$ cat config.mk
export PLATFORM = sky130hd
export DESIGN_NAME = xsc_ssram_ctrl
export DESIGN_NICKNAME = d
export VERILOG_FILES = /design/src/pkg/xsc_pkg.sv /design/src/xsc_ssram_ctrl.sv
export VERILOG_INCLUDE_DIRS = /design/src /design/src/pkg
export SDC_FILE = /design/constraint.sdc
export NUM_CORES = 1
export LEC_CHECK = 0
export ABC_CLOCK_PERIOD_IN_PS = 5900
export BUFFER_PORTS_ARGS = -buffer_cell sky130_fd_sc_hd__buf_2
export CAP_MARGIN = 10
export CORE_MARGIN = 2
export CORE_UTILIZATION = 50
export DETAILED_ROUTE_END_ITERATION = 10
export GPL_ROUTABILITY_DRIVEN = 0
export MAX_ROUTING_LAYER = met4
export PLACE_DENSITY = 0.77
export SLEW_MARGIN = 20
export SYNTH_ARGS = -nofsm -noshare
export SYNTH_HDL_FRONTEND = slang
export SYNTH_SLANG_ARGS = --single-unit
export TNS_END_PERCENT = 100
$ cat constraint.sdc
create_clock -name core_clk_i -period 5.9 [get_ports core_clk_i]
set_clock_uncertainty 0.2 [all_clocks]
set_input_delay 0 -clock core_clk_i [delete_from_list [all_inputs] [get_ports core_clk_i]]
set_output_delay 0 -clock core_clk_i [all_outputs]
set_load 0.02 [all_outputs]
$ cat src/pkg/xsc_defines.svh
/*
  Offsets, field positions, reset values and timing counts for the
  external synchronous SRAM configuration and access-timing block.
  Assumes inclusion by bare name from the design.
*/
`ifndef XSC_DEFINES_SVH
`define XSC_DEFINES_SVH

`define XSC_OFS_CFG 8'h40
`define XSC_OFS_ADDR 8'h44
`define XSC_OFS_WDATA 8'h48
`define XSC_OFS_WPAR 8'h4C
`define XSC_OFS_CTRL 8'h50
`define XSC_OFS_RDATA 8'h54
`define XSC_OFS_RPAR 8'h58

`define XSC_CFG_RESET 16'h0008
`define XSC_LAT_1 3'h1
`define XSC_LAT_2 3'h2
`define XSC_LAT_3 3'h4
`define XSC_BASE_LINES 5'h0F
`define XSC_ADDR_BANK_BIT 18
`define XSC_CTRL_RD_BIT 0
`define XSC_CTRL_WR_BIT 1
`define XSC_STAT_BUSY_BIT 0
`define XSC_STAT_DONE_BIT 1
`define XSC_TURN_CYCLES 2'h1

`endif

$ cat src/pkg/xsc_pkg.sv
/*
  Types for the external synchronous SRAM configuration and timing block.
  Assumes nothing of its surroundings.
*/
package xsc_pkg;

  typedef struct packed {
    logic [7:0] upper;
    logic bank_read_turnaround_en;
    logic rw_turnaround_en;
    logic [2:0] read_latency_cycles;
    logic chips_per_bank_select;
    logic [1:0] addr_span_select;
  } xsc_cfg_t;

  typedef struct packed {
    logic [17:0] addr;
    logic [3:0] cs_n;
    logic we_n;
    logic oe_n;
    logic [35:0] dq;
    logic dq_oe;
  } xsc_mem_t;

  typedef enum logic [1:0] {
    XSC_IDLE,
    XSC_TURN,
    XSC_ACT
  } xsc_state_t;

endpackage : xsc_pkg

$ cat src/xsc_ssram_ctrl.sv
/*
  Configuration register and access timing of the external synchronous
  burst SRAM port, reached over an Avalon-MM slave with waitrequest.
  Assumes the SRAM chips run on core_clk_i, so their data needs no
  synchroniser, and a master that holds each request until waitrequest
  is sampled low.
*/
// Contract
// - Span field picks 15 to 18 lines
// - Bit 2 picks one or two chips
// - Latency field sets read sample delay
// - Bit 6 enables read-to-write turnaround
// - Bit 7 enables bank-to-bank read turnaround
// - Configuration resets to 0008 hex
// - Line above span carries bank select, except at the 18-line span, which has no line above it
`timescale 1ns/1ns
`default_nettype none
`include "xsc_defines.svh"

module xsc_ssram_ctrl (
  input wire logic core_clk_i,
  input wire logic srst_i,
  input wire logic [7:0] avs_address_i,
  input wire logic avs_read_i,
  input wire logic avs_write_i,
  input wire logic [31:0] avs_writedata_i,
  input wire logic [3:0] avs_byteenable_i,
  output logic [31:0] avs_readdata_o,
  output logic avs_waitrequest_o,
  output var xsc_pkg::xsc_mem_t mem_o,
  input wire logic [35:0] mem_dq_i
);

  ////////////////////////////////////////////////////////////////////////
  // Helpers

  // Reserved codes fall back to one cycle; software must avoid them
  function automatic logic [1:0] lat_of(input logic [2:0] code);
    case (code)
      `XSC_LAT_2: lat_of = 2'h2;
      `XSC_LAT_3: lat_of = 2'h3;
      default: lat_of = 2'h1;
    endcase
  endfunction : lat_of

  function automatic logic [31:0] merge(input logic [31:0] old,
      input logic [31:0] wd, input logic [3:0] be);
    logic [31:0] m;
    m = old;
    for (int i = 0; i < 4; i++) begin
      if (be[i]) begin
        m[i*8 +: 8] = wd[i*8 +: 8];
      end
    end
    merge = m;
  endfunction : merge

  // Lines at and above the span's top are zero, except the bank select
  function automatic logic [17:0] line_map(input logic [17:0] word,
      input logic bank, input logic [1:0] span);
    logic [17:0] a;
    logic [4:0] top;
    a = 18'h00000;
    top = `XSC_BASE_LINES + {3'h0, span};
    for (int i = 0; i < 18; i++) begin
      if (5'(i) < top) begin
        a[i] = word[i];
      end else if (5'(i) == top) begin
        a[i] = bank;
      end
    end
    line_map = a;
  endfunction : line_map

  // One chip per bank uses only the first chip of the pair
  function automatic logic [3:0] cs_of(input logic bank, input logic two);
    logic [1:0] pair;
    pair = two ? 2'h3 : 2'h1;
    cs_of = bank ? ~{pair, 2'h0} : ~{2'h0, pair};
  endfunction : cs_of

  ////////////////////////////////////////////////////////////////////////
  // Registers

  logic [15:0] cfg_r;
  logic [18:0] addr_r;
  logic [31:0] wdata_r;
  logic [3:0] wpar_r;
  logic [35:0] rdata_r;
  logic done_r;
  logic wait_r;
  logic [31:0] rd_nxt;
  xsc_pkg::xsc_cfg_t cfg;
  xsc_pkg::xsc_state_t state_r;
  logic pend_rd_r;
  logic [1:0] cnt_r;
  logic last_rd_r;
  logic last_bank_r;
  logic bus_req;
  logic bus_do;
  logic start_rd;
  logic start_wr;
  logic done_set;
  logic done_clr;
  logic op_bank;
  logic need_turn;
  logic launch;
  logic launch_rd;

  assign cfg = xsc_pkg::xsc_cfg_t'(cfg_r);
  assign bus_req = avs_read_i | avs_write_i;
  assign bus_do = bus_req & ~wait_r;
  assign op_bank = addr_r[`XSC_ADDR_BANK_BIT];

  ////////////////////////////////////////////////////////////////////////
  // Avalon-MM slave: one wait cycle, then the access completes

  always_ff @(posedge core_clk_i) begin
    if (srst_i) begin
      wait_r <= 1'b1;
    end else begin
      wait_r <= ~(bus_req & wait_r);
    end
  end

  always_comb begin
    rd_nxt = 32'h00000000;
    case (avs_address_i)
      `XSC_OFS_CFG: rd_nxt = {16'h0000, cfg_r};
      `XSC_OFS_ADDR: rd_nxt = {13'h0000, addr_r};
      `XSC_OFS_WDATA: rd_nxt = wdata_r;
      `XSC_OFS_WPAR: rd_nxt = {28'h0000000, wpar_r};
      `XSC_OFS_CTRL: rd_nxt = {30'h00000000, done_r, state_r != xsc_pkg::XSC_IDLE};
      `XSC_OFS_RDATA: rd_nxt = rdata_r[31:0];
      `XSC_OFS_RPAR: rd_nxt = {28'h0000000, rdata_r[35:32]};
      default: rd_nxt = 32'h00000000;
    endcase
  end

  // Latched when the request is first seen, so it stands through the answer cycle
  always_ff @(posedge core_clk_i) begin
    if (srst_i) begin
      avs_readdata_o <= 32'h00000000;
    end else if (avs_read_i & wait_r) begin
      avs_readdata_o <= rd_nxt;
    end
  end

  // Upper bits are stored as written; keeping them zero is software's job
  always_ff @(posedge core_clk_i) begin
    if (srst_i) begin
      cfg_r <= `XSC_CFG_RESET;
    end else if (bus_do & avs_write_i & (avs_address_i == `XSC_OFS_CFG)) begin
      cfg_r <= 16'(merge({16'h0000, cfg_r}, avs_writedata_i, avs_byteenable_i));
    end
  end

  always_ff @(posedge core_clk_i) begin
    if (srst_i) begin
      addr_r <= 19'h00000;
      wdata_r <= 32'h00000000;
      wpar_r <= 4'h0;
    end else if (bus_do & avs_write_i) begin
      case (avs_address_i)
        `XSC_OFS_ADDR: addr_r <= 19'(merge({13'h0000, addr_r}, avs_writedata_i, avs_byteenable_i));
        `XSC_OFS_WDATA: wdata_r <= merge(wdata_r, avs_writedata_i, avs_byteenable_i);
        `XSC_OFS_WPAR: wpar_r <= 4'(merge({28'h0000000, wpar_r}, avs_writedata_i, avs_byteenable_i));
        default: ;
      endcase
    end
  end

  // Start bits are ignored while an access is in flight
  assign start_rd = bus_do & avs_write_i & (avs_address_i == `XSC_OFS_CTRL) & avs_byteenable_i[0]
    & avs_writedata_i[`XSC_CTRL_RD_BIT] & (state_r == xsc_pkg::XSC_IDLE);
  assign start_wr = bus_do & avs_write_i & (avs_address_i == `XSC_OFS_CTRL) & avs_byteenable_i[0]
    & avs_writedata_i[`XSC_CTRL_WR_BIT] & ~avs_writedata_i[`XSC_CTRL_RD_BIT]
    & (state_r == xsc_pkg::XSC_IDLE);
  assign done_clr = bus_do & avs_write_i & (avs_address_i == `XSC_OFS_CTRL) & avs_byteenable_i[0]
    & avs_writedata_i[`XSC_STAT_DONE_BIT];

  // A completion in the clearing cycle wins
  always_ff @(posedge core_clk_i) begin
    if (srst_i) begin
      done_r <= 1'b0;
    end else if (done_set) begin
      done_r <= 1'b1;
    end else if (done_clr) begin
      done_r <= 1'b0;
    end
  end

  ////////////////////////////////////////////////////////////////////////
  // Memory access sequencer

  // Only a read can leave the chips driving the data lines, so only a read earns a turnaround
  assign need_turn = last_rd_r & ((start_wr & cfg.rw_turnaround_en)
    | (start_rd & cfg.bank_read_turnaround_en & (op_bank != last_bank_r)));
  assign done_set = (state_r == xsc_pkg::XSC_ACT)
    & (~pend_rd_r | ((cnt_r + 2'h1) == lat_of(cfg.read_latency_cycles)));
  // A launch comes straight from idle, or one cycle later after a turnaround
  assign launch = ((state_r == xsc_pkg::XSC_IDLE) & (start_rd | start_wr) & ~need_turn)
    | (state_r == xsc_pkg::XSC_TURN);
  assign launch_rd = (state_r == xsc_pkg::XSC_TURN) ? pend_rd_r : start_rd;

  // The request kind is kept across the turnaround cycle
  always_ff @(posedge core_clk_i) begin
    if (srst_i) begin
      state_r <= xsc_pkg::XSC_IDLE;
      pend_rd_r <= 1'b0;
    end else begin
      case (state_r)
        xsc_pkg::XSC_IDLE: begin
          if (start_rd | start_wr) begin
            pend_rd_r <= start_rd;
            if (need_turn) begin
              state_r <= xsc_pkg::XSC_TURN;
            end else begin
              state_r <= xsc_pkg::XSC_ACT;
            end
          end
        end
        xsc_pkg::XSC_TURN: begin
          // Bus stays released for one cycle before the launch
          state_r <= xsc_pkg::XSC_ACT;
        end
        xsc_pkg::XSC_ACT: begin
          if (done_set) begin
            state_r <= xsc_pkg::XSC_IDLE;
          end
        end
        default: state_r <= xsc_pkg::XSC_IDLE;
      endcase
    end
  end

  // Counts cycles since the launch; idle and turnaround hold it at zero
  always_ff @(posedge core_clk_i) begin
    if (srst_i) begin
      cnt_r <= 2'h0;
    end else if (state_r == xsc_pkg::XSC_ACT) begin
      cnt_r <= cnt_r + 2'h1;
    end else begin
      cnt_r <= 2'h0;
    end
  end

  // Strobes stand one cycle; read enable stays low until the capture edge
  always_ff @(posedge core_clk_i) begin
    if (srst_i) begin
      mem_o.addr <= 18'h00000;
      mem_o.cs_n <= 4'hF;
      mem_o.we_n <= 1'b1;
      mem_o.oe_n <= 1'b1;
      mem_o.dq <= 36'h000000000;
      mem_o.dq_oe <= 1'b0;
    end else if (launch) begin
      mem_o.addr <= line_map(addr_r[17:0], op_bank, cfg.addr_span_select);
      mem_o.cs_n <= cs_of(op_bank, cfg.chips_per_bank_select);
      mem_o.we_n <= launch_rd;
      mem_o.oe_n <= ~launch_rd;
      mem_o.dq <= {wpar_r, wdata_r};
      mem_o.dq_oe <= ~launch_rd;
    end else if (state_r == xsc_pkg::XSC_ACT) begin
      mem_o.cs_n <= 4'hF;
      mem_o.we_n <= 1'b1;
      mem_o.dq_oe <= 1'b0;
      if (done_set) begin
        mem_o.oe_n <= 1'b1;
      end
    end
  end

  // A reserved latency code is sampled as if it were one cycle
  always_ff @(posedge core_clk_i) begin
    if (srst_i) begin
      rdata_r <= 36'h000000000;
    end else if (done_set & pend_rd_r) begin
      rdata_r <= mem_dq_i;
    end
  end

  // Remembers the last access so the next one can decide on a turnaround
  always_ff @(posedge core_clk_i) begin
    if (srst_i) begin
      last_rd_r <= 1'b0;
      last_bank_r <= 1'b0;
    end else if (done_set) begin
      last_rd_r <= pend_rd_r;
      last_bank_r <= op_bank;
    end
  end

  assign avs_waitrequest_o = wait_r;

endmodule : xsc_ssram_ctrl
`default_nettype wire

==> flow_summary.yaml <==
outcome:
  status: "completed"
power_and_ir_drop:
  totalPowerFinal_uw: 2930
  p_leak_uw: 0.00489
  internal_power_uw: 2280
  ir_worst_vdd_uv: 198
  combPwrFrac_pct: 4.9
  clkPwrFrac_pct: 46.8
  power_density_nw_per_um2: 257
  p_seq_share_pct: 48.3
  switchingPower_uw: 649
  swShare_pct: 22.2
global_routing:
  grt_max_degree: 98
  overflow: 0
  grt_pass1_vias: 7817
  grt_pass1_wl_microns: 40900
  antenna_found_initial: 0
  grt_usage_pct: 29.2
cells_and_area:
  antenna_cells: 0
  nets: 1331
  fillers: 1290
  seqCellArea_sq_um: 4180
  area_growth_pct: 35.2
  multi_input_area_sq_um: 3950
  drive_above_1_share_pct: 18.4
clock_network:
  cts.sinks: 209
  htree_num_levels: 1
  cts_buffers: 22
  cts_tree: "yes"
  worstSkewPairLatency_ns: 0.51
  cts_buffer_depth: 3
  cts_root_buf: "clkbuf_16"
  ctsResizeCount: 0
  hold_buffers: 132
  clkSlewWorstSetupHoldPaths_ns: 0.06
  postCtsSetupRepairBufs: 0
logic_synthesis:
  synthesis.nets: 1056
  synthSimpleGateAreaFrac_pct: 19.3
  synth_compound_area_share_pct: 15.1
  synth-xor-area-share_pct: 0.208
  avgSynthCellArea_sq_um: 8.72
  synthMuxAreaShare_pct: 11.1
  netlist.area_leader.share_pct: 49.7
  yosysTopAreaCell: "dfxtp_1"
  ys_types: 58
  synthArstFlopShare_pct: 0
  synthAdderAreaFrac_pct: 0.891
  synth-seq-area-share_pct: 49.7
  yosys-top-cells-area: "dfxtp_1, mux2i_1, nand2_1, a21oi_1, nor2_1"
  synth_top_family_by_area: "simple AND/OR/NAND/NOR gates"
  ys_ff_latch: 209
  synth_flop_cell: "dfxtp_1"
  synth-edff-count: 0
  netlist_instances: 966
  syn_area_sq_um: 8430
  ys_warn_count: 0
worst_setup_path:
  r2r_slack_ns: 2.51
  cp-end-kind: "flop"
  crit_family: "buffers and inverters"
  arrival_ns: 4.55
  slowest_stage: "dlygate4sd3_1"
  worstReg2RegEnd: "wdata_r[21]"
  startpoint_type: "primary input"
  cpPeakStageDelay_ns: 0.70
  cp_cell_sequence: "dlygate4sd3_1 -> buf_2 -> nor3b_2 -> dlygate4sd3_1 -> nand2_1 -> dlygate4sd3_1 -> nor3_2 -> nand2_1 -> dlygate4sd3_1 -> a21oi_1 -> dlygate4sd3_1"
  cp_max_fo: 8
  path_buf_inv: 6
  crit_path_frequent_cell: "dlygate4sd3_1"
  reg2reg_from: "avs_waitrequest_o"
  critPathRequiredTime_ns: 6.14
  crit_type: "primary input to flop"
  r2r_cells: 7
floorplan:
  ios: 178
  die_w_microns: 134
  die-area_sq_um: 17900
  initial_core_util_pct: 51.0
  num_rows: 47
  core_sq_um: 16500
  die_y_microns: 134
sta:
  relSlewSlack_pct: 31.1
  period_needed_ns: 4.31
  fmax_ghz: 0.232
  period_share_pct: 73.0
  grt_setup_unrepaired: "no"
  finalHoldViolCount: 0
  slew_viol_final: 0
  setup_viol: 0
  holdWs_ns: 0.0697
  tightestPinTransition_ns: 1.03
  setup_tns_ns: 0
routing:
  drtIter0Drc: 475
  wl_microns: 26200
  via_per_inst: 5.50
  drc: 0
  drtPass1Iterations: 5
  antenna_left: 0
  vias: 8130
  wl_per_cell_microns: 17.7
worst_hold_path:
  min_to: "avs_readdata_o[3]"
  hp-start: "avs_address_i[4]"
  hold_depth: 3
  holdCritPathClass: "primary input to flop"
flow_run:
  max_cap_violations: 0
placement:
  dp_hpwl_microns: 15800
  port_buffers: 177
-- worst max-delay path by stage --
stage | start | to | slack [ns] | cells after the start
floorplan | cnt_r[0] | rdata_r[10] | 3.83 | 7
global placement | avs_address_i[3] | mem_o[37] | 2.90 | 6
detailed placement | avs_address_i[3] | mem_o[37] | 2.82 | 6
CTS | avs_address_i[5] | cfg[5] | 1.71 | 11
global route | avs_address_i[5] | cfg[5] | 1.43 | 11
finish | avs_address_i[5] | cfg[5] | 1.59 | 11
-- stage by stage --
step,instances,area (sq um),utilization [%],setup slack (ns)
2_1_floorplan,966,8430,-,3.83
3_5_place_dp,1305,9350,56.6,2.82
4_1_cts,1477,11400,68.9,1.71
6_report,1477,11400,68.9,1.59
3_3_place_gp,1305,9350,56.6,2.90
5_1_grt,1477,11400,68.9,1.43
-- synthesized netlist by cell type (all sizes together), types with 11 or more instances --
cell type / number
a21oi: 108
o21ai: 20
nand3: 11
buf: 22
clkbuf: 40
nor2: 83
nor3: 23
mux2i: 90
a22o: 13
a22oi: 18
dfxtp: 209
o22ai: 13
nand2: 225
-- metal layers --
metal | global-route usage [%] | routed length (microns) | vias to the layer above
met5 | - | 0 | -
met4 | 9.75 | 688 | 0
met2 | 49.1 | 12900 | 327
met1 | 35.0 | 10800 | 3843
li1 | - | - | 3901
met3 | 5.90 | 1860 | 59
-- tightest hold or removal path: cells and delay by family --
kind / cells / cell delay [ns]
buffers and inverters: 1 / 0.35
and+or+nand+nor: 1 / 0.26
AOI/OAI and AO/OA: 1 / 0.10
-- state kept, by name (all words and copies together), names as in the netlist --
name / count
addr_r: 19
avs_readdata_o: 32
avs_waitrequest_o: 1
cfg: 16
cnt_r: 2
done_r: 1
last_bank_r: 1
last_rd_r: 1
mem_o: 61
pend_rd_r: 1
rdata_r: 36
state_r: 2
wdata_r: 32
wpar_r: 4
-- cells by family after synthesis --
| group | after synthesis |
|---|---|
| buf+inv | 68 |
| xor+xnor | 2 |
| simple gates | 381 |
| mux | 92 |
| compound gates | 208 |
| fa+ha+maj | 6 |
| flops | 209 |
-- power by group through the flow --
stage          Clock, uW  Sequential, uW  Combinational (uW)
2_1_floorplan          0            1440                47.2
3_3_place_gp           0            1440                95.7
3_5_place_dp           0            1440                96.0
4_1_cts             1370            1410                 140
5_1_grt             1440            1410                 152
6_report            1370            1410                 144
-- area by class of cell --
cell class | count | area share [%]
repair buffers | 313 | 19.7
flip-flops and latches | 209 | 36.7
multi-input cells | 689 | 34.7
well taps | 220 | 2.42
clock buffers | 30 | 5.55
clock inverters | 10 | 0.736
inverters | 6 | 0.198
-- placed cells by master (no fill, tap or decap), types with 2 or more instances in the layout --
master	synthesis	routed
a211oi_1	6	6
a21o_1	2	2
a21oi_1	108	106
a221oi_1	3	3
a22o_1	13	13
a22oi_1	18	18
a2bb2oi_1	8	8
a311oi_1	2	2
a32oi_1	2	2
and3_1	3	3
buf_2	15	176
buf_4	0	5
clkbuf_1	40	4
clkbuf_16	0	23
clkbuf_8	0	3
clkinv_2	0	6
clkinvlp_4	0	2
dfxtp_1	209	209
dlygate4sd3_1	0	132
ha_1	6	6
inv_1	6	6
mux2i_1	90	90
nand2_1	225	225
nand2b_1	4	4
nand3_1	11	11
nand4_1	2	2
nor2_1	83	82
nor2b_1	8	8
nor3_1	21	21
nor3_2	2	2
nor3b_1	3	3
nor4_2	2	2
o211ai_1	2	2
o21ai_0	12	12
o21ai_1	8	8
o22ai_1	13	13
o31ai_1	3	3
or3_1	4	4
or4bb_1	2	2
Power figures use the tool's default switching activity.
